### config.mk
export PLATFORM = sky130hd
export DESIGN_NAME = flash_mode_ctl
export DESIGN_NICKNAME = d
export VERILOG_FILES = /design/src/flash_ctl_pkg.sv /design/src/flash_bus_if.sv /design/src/flash_cycle_engine.sv /design/src/flash_mode_ctl.sv
export SDC_FILE = /design/constraint.sdc
export NUM_CORES = 1
export LEC_CHECK = 0
export BUFFER_PORTS_ARGS = -buffer_cell sky130_fd_sc_hd__buf_2
export CORE_MARGIN = 4
export CORE_UTILIZATION = 40
export CTS_CLUSTER_DIAMETER = 30
export CTS_CLUSTER_SIZE = 14
export DETAILED_ROUTE_END_ITERATION = 7
export GPL_TIMING_DRIVEN = 0
export PLACE_DENSITY = 0.61
export SLEW_MARGIN = 20
export SYNTH_ARGS = -nofsm -noshare
export SYNTH_HDL_FRONTEND = slang
export SYNTH_HIERARCHICAL = 1
export SYNTH_SLANG_ARGS = --single-unit
### constraint.sdc
create_clock -name clk_sys -period 2.23 [get_ports clk_sys]
set_input_delay 0.223 -clock clk_sys [delete_from_list [all_inputs] [get_ports clk_sys]]
set_output_delay 0.223 -clock clk_sys [all_outputs]
set_load 0.1 [all_outputs]
### src/flash_ctl_pkg.sv
// Constants and types for the host-side flash mode and protection controller.
// Assumes a 10 MHz system clock and a byte-wide parallel flash on the pins.
package flash_ctl_pkg;
  localparam int CLK_MHZ = 10;
  localparam int ADDR_W = 22;
  localparam int DATA_W = 8;
  // Strobe low time, well above the device glitch filter
  localparam int STROBE_NS = 200;
  localparam int STROBE_CYC = (STROBE_NS * CLK_MHZ + 999) / 1000;
  localparam int GLITCH_NS = 5;
  // Host register offsets (word index on the command port)
  localparam logic [3:0] REG_CTRL = 4'h0;
  localparam logic [3:0] REG_ADDR = 4'h1;
  localparam logic [3:0] REG_WDATA = 4'h2;
  localparam logic [3:0] REG_STATUS = 4'h3;
  localparam logic [3:0] REG_RDATA = 4'h4;
  localparam logic [3:0] REG_PROT = 4'h5;
  // Control register fields
  localparam int CTRL_GO = 0;
  localparam int CTRL_OP_LSB = 1;
  localparam int CTRL_OP_W = 3;
  localparam int CTRL_IDV = 4;
  localparam int CTRL_TEMPUNP = 5;
  // Autoselect address patterns
  localparam logic [7:0] LOW_MAKER = 8'h00;
  localparam logic [7:0] LOW_PART = 8'h01;
  localparam logic [7:0] LOW_PROT = 8'h02;
  localparam int ID_LINE = 9;
  localparam int GROUP_LSB = 18;
  localparam int GROUPS = 16;
  // Command sequence words
  localparam logic [21:0] UNLOCK1_A = 22'h000555;
  localparam logic [21:0] UNLOCK2_A = 22'h0002AA;
  localparam logic [7:0] UNLOCK1_D = 8'hAA;
  localparam logic [7:0] UNLOCK2_D = 8'h55;
  localparam logic [7:0] AUTOSEL_D = 8'h90;
  localparam logic [7:0] RESET_D = 8'hF0;
  localparam logic [7:0] RESET_STATUS = 8'h00;
  typedef enum logic [2:0] {
    OP_READ, OP_WRITE, OP_ID_HV, OP_AUTOSEL, OP_RESET, OP_SCAN
  } op_t;
endpackage : flash_ctl_pkg

### src/flash_bus_if.sv
// Interface between the sequencer and the pin cycle engine.
// Assumes both ends run on clk_sys.
`timescale 1ns/1ps
interface flash_bus_if;
  logic req;
  logic wr;
  logic [21:0] addr;
  logic [7:0] wdata;
  logic done;
  logic [7:0] rdata;
  modport seq (output req, output wr, output addr, output wdata, input done, input rdata);
  modport eng (input req, input wr, input addr, input wdata, output done, output rdata);
endinterface : flash_bus_if

### src/flash_cycle_engine.sv
// Runs one read or write cycle on the flash pins.
// Assumes the flash samples its pins asynchronously; outputs are registered.
`timescale 1ns/1ps
module flash_cycle_engine (
  // Clock and reset
  input wire logic clk_sys,
  input wire logic rst_b,
  // Cycle request
  flash_bus_if.eng cyc,
  // Pins
  output logic ceB,
  output logic oeB,
  output logic weB,
  output logic [21:0] addrPins,
  input wire logic [7:0] dataIn,
  output logic [7:0] dataOut,
  output logic dataOe
);
  typedef enum logic [1:0] {E_IDLE, E_SETUP, E_STROBE, E_HOLD} eng_t;
  eng_t st_r, st_nxt;
  logic [7:0] cnt_r, cnt_nxt;
  logic ce_r, ce_nxt, oe_r, oe_nxt, we_r, we_nxt, drv_r, drv_nxt, done_r, done_nxt;
  logic [21:0] a_r, a_nxt;
  logic [7:0] d_r, d_nxt, rd_r, rd_nxt;

  always_comb begin
    st_nxt = st_r;
    cnt_nxt = cnt_r;
    ce_nxt = ce_r;
    oe_nxt = oe_r;
    we_nxt = we_r;
    drv_nxt = drv_r;
    a_nxt = a_r;
    d_nxt = d_r;
    rd_nxt = rd_r;
    done_nxt = 1'b0;
    case (st_r)
      E_IDLE: if (cyc.req) begin
        // Address and data settle before any strobe falls
        a_nxt = cyc.addr;
        d_nxt = cyc.wdata;
        drv_nxt = cyc.wr;
        st_nxt = E_SETUP;
      end
      E_SETUP: begin
        ce_nxt = 1'b0;
        // Output drive stays high through a write; write strobe stays high on a read
        we_nxt = ~drv_r;
        oe_nxt = drv_r;
        cnt_nxt = 8'(flash_ctl_pkg::STROBE_CYC);
        st_nxt = E_STROBE;
      end
      E_STROBE: begin
        // Strobe far longer than the glitch filter width
        if (cnt_r <= 8'h01) begin
          rd_nxt = dataIn;
          we_nxt = 1'b1;
          oe_nxt = 1'b1;
          st_nxt = E_HOLD;
        end else begin
          cnt_nxt = cnt_r - 8'h01;
        end
      end
      E_HOLD: begin
        ce_nxt = 1'b1;
        drv_nxt = 1'b0;
        done_nxt = 1'b1;
        st_nxt = E_IDLE;
      end
      default: st_nxt = E_IDLE;
    endcase
  end

  always_ff @(posedge clk_sys) begin
    if (!rst_b) begin
      // All strobes inactive so no stray write can happen
      st_r <= E_IDLE;
      cnt_r <= 8'h00;
      ce_r <= 1'b1;
      oe_r <= 1'b1;
      we_r <= 1'b1;
      drv_r <= 1'b0;
      a_r <= 22'h000000;
      d_r <= 8'h00;
      rd_r <= 8'h00;
      done_r <= 1'b0;
    end else begin
      st_r <= st_nxt;
      cnt_r <= cnt_nxt;
      ce_r <= ce_nxt;
      oe_r <= oe_nxt;
      we_r <= we_nxt;
      drv_r <= drv_nxt;
      a_r <= a_nxt;
      d_r <= d_nxt;
      rd_r <= rd_nxt;
      done_r <= done_nxt;
    end
  end

  assign ceB = ce_r;
  assign oeB = oe_r;
  assign weB = we_r;
  assign addrPins = a_r;
  assign dataOut = d_r;
  assign dataOe = drv_r;
  assign cyc.done = done_r;
  assign cyc.rdata = rd_r;

  a_write_oe_high: assert property (@(posedge clk_sys) disable iff (!rst_b)
    (!weB && !ceB) |-> oeB) else $error("write strobe with output drive low");
  a_strobe_width: assert property (@(posedge clk_sys) disable iff (!rst_b)
    $fell(weB) |-> !weB [*2]) else $error("write strobe too short");
endmodule : flash_cycle_engine

### src/flash_mode_ctl.sv
// Host controller for a byte-wide flash: id readout, autoselect, protection scan.
// Assumes flash pins are synchronous to clk_sys; no device registers exist.
//
// Contract
// - high voltage id: line 9, A0 selects
// - protect check: A1 high, group top bits
// - host keeps strobes at valid levels
// - write needs CE, WE low, OE high
// - host writes reset after flag or autoselect; the controller sends it only on an OP_RESET request
`timescale 1ns/1ps
module flash_mode_ctl (
  // Clock and reset
  input wire logic clk_sys,
  input wire logic rst_b,
  // Register port
  input wire logic [3:0] regAddr,
  input wire logic [31:0] regWdata,
  input wire logic regWr,
  input wire logic regRd,
  output logic [31:0] regRdata,
  // Flash pins
  output logic ceB,
  output logic oeB,
  output logic weB,
  output logic [21:0] flashAddr,
  input wire logic [7:0] flashDataIn,
  output logic [7:0] flashDataOut,
  output logic flashDataOe,
  // High voltage switches
  output logic idVoltageEn,
  output logic tempUnprotEn
);
  typedef enum logic [2:0] {
    S_IDLE, S_ISSUE, S_WAIT, S_SCAN, S_DONE
  } seq_t;

  flash_bus_if cyc();

  seq_t st_r, st_nxt;
  logic [2:0] op_r, op_nxt;
  logic [21:0] addr_r, addr_nxt;
  logic [7:0] wdata_r, wdata_nxt, rdata_r, rdata_nxt;
  logic [1:0] step_r, step_nxt;
  logic [4:0] grp_r, grp_nxt;
  logic [15:0] prot_r, prot_nxt;
  logic busy_r, busy_nxt, parErr_r, parErr_nxt, idv_r, idv_nxt, tun_r, tun_nxt;
  logic inAutosel_r, inAutosel_nxt, req_r, req_nxt, wr_r, wr_nxt;
  logic [21:0] cycAddr_r, cycAddr_nxt;
  logic [7:0] cycData_r, cycData_nxt;
  logic [31:0] rd_r, rd_nxt;
  logic goCmd;
  logic [21:0] scanAddr;

  assign goCmd = regWr && regAddr == flash_ctl_pkg::REG_CTRL
    && regWdata[flash_ctl_pkg::CTRL_GO] && !busy_r;
  // Group index on the top four lines, A1 high, A0 and A6 low
  assign scanAddr = {grp_r[3:0], 18'h00000} | 22'(flash_ctl_pkg::LOW_PROT);

  always_comb begin
    st_nxt = st_r;
    op_nxt = op_r;
    addr_nxt = addr_r;
    wdata_nxt = wdata_r;
    rdata_nxt = rdata_r;
    step_nxt = step_r;
    grp_nxt = grp_r;
    prot_nxt = prot_r;
    busy_nxt = busy_r;
    parErr_nxt = parErr_r;
    idv_nxt = idv_r;
    tun_nxt = tun_r;
    inAutosel_nxt = inAutosel_r;
    req_nxt = 1'b0;
    wr_nxt = wr_r;
    cycAddr_nxt = cycAddr_r;
    cycData_nxt = cycData_r;
    if (regWr && regAddr == flash_ctl_pkg::REG_ADDR) addr_nxt = regWdata[21:0];
    if (regWr && regAddr == flash_ctl_pkg::REG_WDATA) wdata_nxt = regWdata[7:0];
    if (regWr && regAddr == flash_ctl_pkg::REG_CTRL) begin
      // Temporary unprotect only drives the clear pin, stored flags untouched
      tun_nxt = regWdata[flash_ctl_pkg::CTRL_TEMPUNP];
    end
    case (st_r)
      S_IDLE: if (goCmd) begin
        op_nxt = regWdata[flash_ctl_pkg::CTRL_OP_LSB +: flash_ctl_pkg::CTRL_OP_W];
        idv_nxt = regWdata[flash_ctl_pkg::CTRL_IDV];
        busy_nxt = 1'b1;
        step_nxt = 2'h0;
        grp_nxt = 5'h00;
        st_nxt = S_ISSUE;
      end
      S_ISSUE: begin
        req_nxt = 1'b1;
        wr_nxt = 1'b0;
        cycAddr_nxt = addr_r;
        cycData_nxt = wdata_r;
        st_nxt = S_WAIT;
        case (op_r)
          3'(flash_ctl_pkg::OP_WRITE): wr_nxt = 1'b1;
          3'(flash_ctl_pkg::OP_ID_HV): begin
            // Line 9 at high voltage, A6 low, group bits kept for the protection check
            cycAddr_nxt = {addr_r[21:18], 16'h0000, addr_r[1:0]};
            if (addr_r[1]) cycAddr_nxt[0] = 1'b0;
          end
          3'(flash_ctl_pkg::OP_AUTOSEL): begin
            // Two unlock writes then the autoselect command
            wr_nxt = 1'b1;
            case (step_r)
              2'h0: begin
                cycAddr_nxt = flash_ctl_pkg::UNLOCK1_A;
                cycData_nxt = flash_ctl_pkg::UNLOCK1_D;
              end
              2'h1: begin
                cycAddr_nxt = flash_ctl_pkg::UNLOCK2_A;
                cycData_nxt = flash_ctl_pkg::UNLOCK2_D;
              end
              default: begin
                cycAddr_nxt = flash_ctl_pkg::UNLOCK1_A;
                cycData_nxt = flash_ctl_pkg::AUTOSEL_D;
              end
            endcase
          end
          3'(flash_ctl_pkg::OP_RESET): begin
            // Reset command leaves autoselect or a timed-out operation
            wr_nxt = 1'b1;
            cycData_nxt = flash_ctl_pkg::RESET_D;
          end
          3'(flash_ctl_pkg::OP_SCAN): cycAddr_nxt = scanAddr;
          default: ;
        endcase
      end
      S_WAIT: if (cyc.done) begin
        if (op_r == 3'(flash_ctl_pkg::OP_AUTOSEL) && step_r != 2'h2) begin
          step_nxt = step_r + 2'h1;
          st_nxt = S_ISSUE;
        end else if (op_r == 3'(flash_ctl_pkg::OP_SCAN)) begin
          st_nxt = S_SCAN;
        end else begin
          rdata_nxt = cyc.rdata;
          // Group answers are 00 or 01, so only the two id bytes are parity checked
          if ((op_r == 3'(flash_ctl_pkg::OP_ID_HV) && !addr_r[1])
              || (inAutosel_r && op_r == 3'(flash_ctl_pkg::OP_READ)
              && addr_r[7:0] <= flash_ctl_pkg::LOW_PART)) begin
            // Id bytes must show odd parity over all eight bits
            parErr_nxt = ~^cyc.rdata;
          end
          if (op_r == 3'(flash_ctl_pkg::OP_AUTOSEL)) inAutosel_nxt = 1'b1;
          if (op_r == 3'(flash_ctl_pkg::OP_RESET)) inAutosel_nxt = 1'b0;
          st_nxt = S_DONE;
        end
      end
      S_SCAN: begin
        // Bit zero of the answer is the group's protection state
        prot_nxt[grp_r[3:0]] = cyc.rdata[0];
        if (grp_r == 5'(flash_ctl_pkg::GROUPS - 1)) begin
          st_nxt = S_DONE;
        end else begin
          grp_nxt = grp_r + 5'h01;
          st_nxt = S_ISSUE;
        end
      end
      S_DONE: begin
        busy_nxt = 1'b0;
        idv_nxt = 1'b0;
        st_nxt = S_IDLE;
      end
      default: st_nxt = S_IDLE;
    endcase
  end

  always_ff @(posedge clk_sys) begin
    if (!rst_b) begin
      st_r <= S_IDLE;
      op_r <= 3'h0;
      addr_r <= 22'h000000;
      wdata_r <= 8'h00;
      rdata_r <= 8'h00;
      step_r <= 2'h0;
      grp_r <= 5'h00;
      prot_r <= 16'h0000;
      busy_r <= 1'b0;
      parErr_r <= 1'b0;
      idv_r <= 1'b0;
      tun_r <= 1'b0;
      inAutosel_r <= 1'b0;
      req_r <= 1'b0;
      wr_r <= 1'b0;
      cycAddr_r <= 22'h000000;
      cycData_r <= 8'h00;
    end else begin
      st_r <= st_nxt;
      op_r <= op_nxt;
      addr_r <= addr_nxt;
      wdata_r <= wdata_nxt;
      rdata_r <= rdata_nxt;
      step_r <= step_nxt;
      grp_r <= grp_nxt;
      prot_r <= prot_nxt;
      busy_r <= busy_nxt;
      parErr_r <= parErr_nxt;
      idv_r <= idv_nxt;
      tun_r <= tun_nxt;
      inAutosel_r <= inAutosel_nxt;
      req_r <= req_nxt;
      wr_r <= wr_nxt;
      cycAddr_r <= cycAddr_nxt;
      cycData_r <= cycData_nxt;
    end
  end

  assign cyc.req = req_r;
  assign cyc.wr = wr_r;
  assign cyc.addr = cycAddr_r;
  assign cyc.wdata = cycData_r;

  // Read data one cycle after the strobe; unmapped offsets read zero
  always_comb begin
    rd_nxt = 32'h00000000;
    if (regRd) begin
      case (regAddr)
        flash_ctl_pkg::REG_CTRL: rd_nxt = {26'h0, tun_r, idv_r, op_r, 1'b0};
        flash_ctl_pkg::REG_ADDR: rd_nxt = {10'h000, addr_r};
        flash_ctl_pkg::REG_WDATA: rd_nxt = {24'h000000, wdata_r};
        flash_ctl_pkg::REG_STATUS: rd_nxt = {29'h0, inAutosel_r, parErr_r, busy_r};
        flash_ctl_pkg::REG_RDATA: rd_nxt = {24'h000000, rdata_r};
        flash_ctl_pkg::REG_PROT: rd_nxt = {16'h0000, prot_r};
        default: rd_nxt = 32'h00000000;
      endcase
    end
  end

  always_ff @(posedge clk_sys) begin
    if (!rst_b) rd_r <= 32'h00000000;
    else rd_r <= rd_nxt;
  end

  assign regRdata = rd_r;
  // High voltage on line 9 only for the programmer id method
  assign idVoltageEn = idv_r && op_r == 3'(flash_ctl_pkg::OP_ID_HV);
  assign tempUnprotEn = tun_r;

  flash_cycle_engine engine (
    .clk_sys(clk_sys),
    .rst_b(rst_b),
    .cyc(cyc.eng),
    .ceB(ceB),
    .oeB(oeB),
    .weB(weB),
    .addrPins(flashAddr),
    .dataIn(flashDataIn),
    .dataOut(flashDataOut),
    .dataOe(flashDataOe)
  );

  a_hv_no_write: assert property (@(posedge clk_sys) disable iff (!rst_b)
    idVoltageEn |-> weB) else $error("write during high voltage id");
  a_scan_addr_ok: assert property (@(posedge clk_sys) disable iff (!rst_b)
    (op_r == 3'(flash_ctl_pkg::OP_SCAN) && !ceB) |-> flashAddr[1:0] == 2'h2 && !flashAddr[6])
    else $error("scan address pattern wrong");
  a_reset_exit: assert property (@(posedge clk_sys) disable iff (!rst_b)
    (st_r == S_WAIT && cyc.done && op_r == 3'(flash_ctl_pkg::OP_RESET)) |=> !inAutosel_r)
    else $error("reset did not leave autoselect");
  a_parity_flag: assert property (@(posedge clk_sys) disable iff (!rst_b)
    (st_r == S_WAIT && cyc.done && op_r == 3'(flash_ctl_pkg::OP_ID_HV) && !addr_r[1])
    |=> parErr_r == ~^rdata_r) else $error("parity flag mismatch");
  a_idle_quiet: assert property (@(posedge clk_sys) disable iff (!rst_b)
    (st_r == S_IDLE && !busy_r) |-> ##1 (ceB || $past(cyc.req)) || st_r != S_IDLE)
    else $error("chip selected while idle");
  a_scan_count: assert property (@(posedge clk_sys) disable iff (!rst_b)
    (st_r == S_SCAN) |-> grp_r < 5'(flash_ctl_pkg::GROUPS)) else $error("group overflow");

  // A group answer of 00 would look like a parity error if it reached the flag
  a_group_no_parity: assert property (@(posedge clk_sys) disable iff (!rst_b)
    (st_r == S_WAIT && cyc.done && op_r == 3'(flash_ctl_pkg::OP_ID_HV) && addr_r[1])
    |=> parErr_r == $past(parErr_r)) else $error("group read changed parity flag");
  a_hv_addr_ok: assert property (@(posedge clk_sys) disable iff (!rst_b)
    (idVoltageEn && !ceB) |-> !flashAddr[6] && !(flashAddr[1] && flashAddr[0]))
    else $error("id address pattern wrong");
  a_read_no_write: assert property (@(posedge clk_sys) disable iff (!rst_b)
    !oeB |-> weB) else $error("read and write strobes together");
  a_reset_word: assert property (@(posedge clk_sys) disable iff (!rst_b)
    (op_r == 3'(flash_ctl_pkg::OP_RESET) && !weB) |-> flashDataOe
    && flashDataOut == flash_ctl_pkg::RESET_D) else $error("reset word not on the pins");
endmodule : flash_mode_ctl

==> results.json, run 1 <==
{
  "die_h_um": 147,
  "r2r_end": "engine/cnt_r[1]$_SDFFE_PN0P_",
  "initialDrtViolationCount": 483,
  "fin_tns_setup_ps": 0,
  "max_cap_violations": 0,
  "final_max_slew_viol_count": 0,
  "dp_hpwl_um": 15900,
  "crit_arrival_ps": 2440,
  "p_leak_nw": 3.58,
  "combPwrFrac_pct": 15.8,
  "end_kind": "flip-flop",
  "yosysTopAreaCell": "dfxtp_1",
  "rsz0062_at_grt": "no",
  "dominantRegCellSynth": "dfxtp_1",
  "die_w_um": 147,
  "p_total_mw": 7.87,
  "crit_end": "engine/cnt_r[1]$_SDFFE_PN0P_",
  "worstReg2RegStart": "engine/cnt_r[0]$_SDFFE_PN0P_",
  "hold_violations": 0,
  "io_buffers": 95,
  "netlist_area_mm2": 0.00769,
  "cts_tree": "built",
  "ys_seq_area_share_pct": 46.6,
  "cts_inserted_buffers": 17,
  "fmax_mhz": 485,
  "max-slew-margin-rel_pct": 52.4,
  "synthArstFlopShare_pct": 0,
  "path_class": "flip-flop to flip-flop",
  "clockBufferDepth": 2,
  "switching_share_pct": 29.1,
  "synth_edf_count": 0,
  "post_dp_cell_area_mm2": 0.00853,
  "intPower_mw": 5.59,
  "dp_slack_ps": 174,
  "wl_per_cell_um": 16.5,
  "clk_latency_ps": 430,
  "start_util_pct": 40.8,
  "ys_seq_elements": 179,
  "rows": 50,
  "syn_inst": 904,
  "final_common_cell": "dfxtp_1",
  "finalCritPeriodShare_pct": 92.4,
  "worstMarginPinSlew_ps": 714,
  "layout_common_cells": "dfxtp_1 (179), nand2_1 (163), a21oi_1 (124)",
  "dp.cells": 1268,
  "skew_ps": 6.52,
  "power_density_mw_per_mm2": 861,
  "grt_max_degree": 20,
  "gp_congestion": 0.911,
  "cp_max_fo": 10,
  "min_path_type": "input port to flip-flop",
  "drive_gt1_share_pct": 18.6,
  "reg2reg_slack_ps": 170,
  "cp-startpoint": "engine/cnt_r[0]$_SDFFE_PN0P_",
  "worst_slack_ps": 168,
  "max-vdd-ir-drop_mv": 0.532,
  "worstPathRequired_ps": 2600,
  "switchingPower_mw": 2.29,
  "coreArea_mm2": 0.0188,
  "diodes": 0,
  "area_delta_synth_final_pct": 18.9,
  "io_pins": 116,
  "firstDrtPassIters": 5,
  "stdcell_count": 1299,
  "r2r_cells": 7,
  "final_util_pct": 48.6,
  "p_clk_share_pct": 39.7,
  "viasPerCell": 5.16,
  "postRouteAntennaNets": 0,
  "fin_nets": 1090,
  "clkSlewWorstSetupHoldPaths_ps": 70,
  "grt_pass1_vias": 6281,
  "syn_avg_cell_area_um2": 8.51,
  "yosys_warnings": 6,
  "ctsRootBufferMaster": "clkbuf_16",
  "dieArea_mm2": 0.0215,
  "fin_crit_ps": 2060,
  "cp-start-kind": "flip-flop",
  "synth_cell_types": 74,
  "htreeDepth": 4,
  "overflow": 0,
  "antenna_found_initial": 0,
  "wirelength_um": 21400,
  "drc": 0,
  "synth.area.top_cells": "dfxtp_1 (47%), a21oi_1 (8.1%), nand2_1 (8.0%)",
  "hold_slack_ps": 26.3,
  "grt_pass1_wl_um": 34000,
  "outcome": "complete, no violations",
  "synth_top_area_share_pct": 46.6,
  "p_seq_share_pct": 44.5,
  "via_count": 6707,
  "postLayoutCellArea_mm2": 0.00914,
  "setup_viol": 0,
  "cts_sinks": 179,
  "track_usage_pct": 19.8
}
-- critical path, stage by stage (launching register included) --
cell      delay (ps)
dfxtp_1          430
inv_1             90
ha_1             270
or2_2            320
nand4_1           90
buf_2            300
a21boi_0         290
o221a_2          220
-- Yosys cell counts (11+ instances only) --
cell type	n
clkbuf_1	31
nand3_1	23
nor3_1	15
mux2i_1	28
buf_4	11
o21ai_0	44
nand2_1	163
a21oi_1	124
ha_1	16
inv_1	19
a22oi_1	11
buf_2	22
dfxtp_1	179
nor2_1	74
-- worst min-delay path by stage --
| stage | from | end | cells past startpoint |
|---|---|---|---|
| CTS | flashDataIn[5] | engine/cyc.rdata[5]$_SDFFE_PN0P_ | 3 |
| detailed placement | engine/addrPins[17]$_SDFFE_PN0P_ | engine/addrPins[17]$_SDFFE_PN0P_ | 2 |
| global route | regWdata[10] | addr_r[10]$_SDFFE_PN0P_ | 3 |
| finish | flashDataIn[6] | engine/cyc.rdata[6]$_SDFFE_PN0P_ | 3 |
| global placement | cyc.addr[13]$_SDFFE_PN0P_ | cyc.addr[13]$_SDFFE_PN0P_ | 2 |
| floorplan | rst_b | engine/oeB$_SDFFE_PN1P_ | 1 |
-- kinds of logic (layout without fill, tap and decap cells) --
logic type / count (synthesis) / after routing / synth area share [%]
flops: 179 / 179 / 46.6
other cells: 1 / 10 / 0.0488
xor+xnor: 11 / 11 / 1.25
fa+ha+maj: 16 / 16 / 2.60
simple gates: 337 / 337 / 20.7
compound gates: 240 / 240 / 19.1
mux: 34 / 34 / 4.52
buf+inv: 86 / 212 / 5.19
-- routing by layer --
metal | part of all wire (%) | wire length, um | up-vias | GRT usage [%]
met5 | 0 | 0 | - | 0
li1 | - | - | 3377 | -
met1 | 48 | 10200 | 3120 | 27.9
met3 | 5.2 | 1100 | 28 | 3.23
met4 | 2.0 | 438 | 0 | 6.91
met2 | 45 | 9700 | 182 | 30.9
-- registers in the layout (all words and copies together) (netlist names), 2 cells and up --
| register | flops |
|---|---|
| engine/dataOut | 8 |
| rdata_r | 8 |
| st_r | 3 |
| engine/cyc.rdata | 8 |
| step_r | 2 |
| wdata_r | 8 |
| prot_r | 16 |
| op_r | 3 |
| cyc.addr | 22 |
| engine/addrPins | 22 |
| engine/cnt_r | 8 |
| engine/st_r | 2 |
| grp_r | 5 |
| regRdata | 22 |
| cyc.wdata | 8 |
| addr_r | 22 |
-- power groups by stage --
stage               sequential (mW)  combinational (mW)  clock, mW
floorplan                      3.66               0.842          0
global placement               3.57                1.23          0
detailed placement             3.57                1.24          0
CTS                            3.50                1.24       3.17
global route                   3.53                1.36       3.30
finish                         3.50                1.25       3.12
-- repair_timing --
item	4_1_cts	5_1_grt
hold buffers	0	0
resized for setup	1	0
setup buffers	0	0
setup endpoints to repair	1	0
hold endpoints to repair	0	0
-- area by class of cell --
type,count,area [um2]
sequential,179,3580
tap,260,325
timing repair buffer,95,478
fill,1861,9690
clock inverter,13,171
buffer,64,317
multi-input combinational,648,3750
inverter,21,78.8
clock buffer,19,443
(Power assumes the default switching activity.)
==> run 2: changes to the inputs <==
--- a/config.mk
+++ b/config.mk
@@ -5,6 +5,7 @@
 export SDC_FILE = /design/constraint.sdc
 export NUM_CORES = 1
 export LEC_CHECK = 0
+export ABC_AREA = 1
 export BUFFER_PORTS_ARGS = -buffer_cell sky130_fd_sc_hd__buf_2
 export CORE_MARGIN = 4
 export CORE_UTILIZATION = 40
==> run 2 against run 1 <==
Clock power barely moved. Wire length fell by 2.0%. Non-clock buffer count shrank 9. Highest routed layer unchanged. Critical endpoint is now idVoltageEn. Flip-flop and latch count did not move. First-iteration DRC count down 1.2%. Worst hold slack got worse by 5.9 ps. Sequential power rose by 14%.
==> results.json, run 2 <==
{
  "htreeDepth": 4,
  "ys_seq_area_share_pct": 46.9,
  "power_density_mw_per_mm2": 1120,
  "grt_pass1_wl_um": 33800,
  "viasPerCell": 5.04,
  "fin_crit_ps": 2070,
  "post_cts_buffers": 0,
  "slowest_stage": "buf_2",
  "syn_avg_cell_area_um2": 7.41,
  "fin_tns_setup_ps": 0,
  "synthArstFlopShare_pct": 0,
  "fin_nets": 1217,
  "post_cts_resized": 0,
  "wl_per_cell_um": 15.0,
  "fill_cells": 1887,
  "min_path_type": "input port to flip-flop",
  "synth_edf_count": 0,
  "wirelength_um": 21000,
  "outcome": "complete, no violations",
  "diodes": 0,
  "drive_gt1_share_pct": 16.1,
  "initialDrtViolationCount": 477,
  "p_leak_nw": 3.78,
  "antenna_found_initial": 0,
  "yosysTopAreaCell": "dfxtp_1",
  "setup_viol": 0,
  "die_h_um": 146,
  "gp_congestion": 0.899,
  "p_total_mw": 10.2,
  "end_kind": "primary output",
  "rsz0062_at_grt": "no",
  "crit_chain": "inv_1 > nand3_1 > nor2_1 > buf_2",
  "dp_hpwl_um": 16300,
  "dominantRegCellSynth": "dfxtp_1",
  "synth_cell_types": 35,
  "via_count": 7049,
  "synth_common_cells": "dfxtp_1 (179), nand2_1 (164), nor2_1 (147), o21ai_0 (123), a21oi_1 (93)",
  "area_delta_synth_final_pct": 18.5,
  "worstMarginPinSlew_ps": 643,
  "overflow": 0,
  "yosysMostFrequentCell": "dfxtp_1",
  "cp_max_fo": 7,
  "max-vdd-ir-drop_mv": 0.544,
  "worstPathRequired_ps": 2010,
  "synth_top_area_share_pct": 46.9,
  "rows": 50,
  "io_buffers": 94,
  "syn_inst": 1032,
  "grt_max_degree": 19,
  "io_pins": 116,
  "die_w_um": 146,
  "slowest_delay_ps": 460,
  "cts_inserted_buffers": 17,
  "cp-start-kind": "flip-flop",
  "track_usage_pct": 19.6,
  "skew_ps": 12.6,
  "drc": 0,
  "netlist_area_mm2": 0.00765,
  "max-slew-margin-rel_pct": 57.2,
  "clockBufferDepth": 2,
  "start_util_pct": 40.7,
  "grt_pass1_vias": 6502,
  "ctsRootBufferMaster": "clkbuf_16",
  "crit_arrival_ps": 1840,
  "finalCritPeriodShare_pct": 92.7,
  "yosys_warnings": 6,
  "path_class": "flip-flop to primary output",
  "cts_tree": "built",
  "cts_sinks": 179,
  "synth.area.top_cells": "dfxtp_1 (47%), nand2_1 (8.1%), o21ai_0 (8.1%)",
  "ys_seq_elements": 179,
  "postRouteAntennaNets": 0,
  "hold_slack_ps": 20.4,
  "layout_common_cells": "dfxtp_1 (179), nand2_1 (164), nor2_1 (147)",
  "final_common_cell": "dfxtp_1",
  "hold_violations": 0,
  "final_max_slew_viol_count": 0,
  "fmax_mhz": 484,
  "max_cap_violations": 0,
  "clk_latency_ps": 430,
  "clkSlewWorstSetupHoldPaths_ps": 70,
  "dieArea_mm2": 0.0214,
  "firstDrtPassIters": 5,
  "holdBufCountCts": 0,
  "coreArea_mm2": 0.0188
}
run 2: cell count changes in the layout (fill, tap and decap cells not counted), sizes merged, moves of 10 or more:
cell	delta
mux2i	-28
nor2	+80
nand3	+59
a22o	-10
a21oi	-33
o21ai	+85
a22oi	-11
inv	+73
run 2: layout make-up:
type / instances / area, um2 / share of cell area [%]
Clock inverter: 14 / 185 / 2.04
Sequential cell: 179 / 3580 / 39.5
Buffer: 56 / 284 / 3.13
Multi-Input combinational cell: 714 / 3470 / 38.3
Clock buffer: 18 / 439 / 4.85
Timing Repair Buffer: 94 / 470 / 5.19
Inverter: 91 / 342 / 3.77
Tap cell: 234 / 293 / 3.23
run 2: path summary, 6_finish.rpt:
| check | from | endpoint | slack, ps | depth (start not counted) |
|---|---|---|---|---|
| max | op_r[2]$_SDFFE_PN0P_ | idVoltageEn | 160 | 4 |
| min | flashDataIn[1] | engine/cyc.rdata[1]$_SDFFE_PN0P_ | 20 | 3 |
| max reg2reg | grp_r[2]$_SDFFE_PN0P_ | grp_r[1]$_SDFFE_PN0P_ | 230 | 11 |
| min reg2reg | engine/weB$_SDFFE_PN1P_ | engine/weB$_SDFFE_PN1P_ | 460 | 2 |
run 2: layer usage:
| layer | share of wire (%) | up-vias | global-route usage (%) |
|---|---|---|---|
| li1 | - | 3616 | - |
| met1 | 49 | 3199 | 27.8 |
| met2 | 44 | 210 | 29.9 |
| met3 | 6.1 | 24 | 4.22 |
| met4 | 1.8 | 0 | 6.02 |
| met5 | 0 | - | 0 |
run 2: per-stage QoR:
step | area, um2 | std cells | util, % | setup slack, ps
after global placement | 8440 | 1369 | 45.0 | 180
final | 9060 | 1400 | 48.3 | 164
after CTS | 9070 | 1401 | 48.3 | 108
after global routing | 9060 | 1400 | 48.3 | 51.5
after floorplan | 7680 | 1041 | - | 178
after detailed placement | 8440 | 1369 | 45.0 | 133
run 2: cells by family after synthesis:
logic type	Yosys count	synth area share [%]
XOR/XNOR	9	1.03
AND/OR/NAND/NOR	431	24.5
buffers and inverters	148	8.23
other	1	0.0490
adder cells (fa/ha/maj)	16	2.62
flip-flops	179	46.9
AO/OA/AOI/OAI	248	16.7
run 2: where the power goes:
part | leakage [nW] | internal [mW] | total (mW) | switching [mW]
Clock | 0.305 | 1.74 | 3.13 | 1.39
Combinational | 2.03 | 0.738 | 3.08 | 2.34
Sequential | 1.45 | 3.68 | 3.98 | 0.303
Total | 3.78 | 6.15 | 10.2 | 4.03
run 2: worst max-delay path: cells and delay by family, from the launching register on:
family / cells / cell delay (ps)
buffers and inverters: 2 / 660
DFF: 1 / 350
and+or+nand+nor: 2 / 390
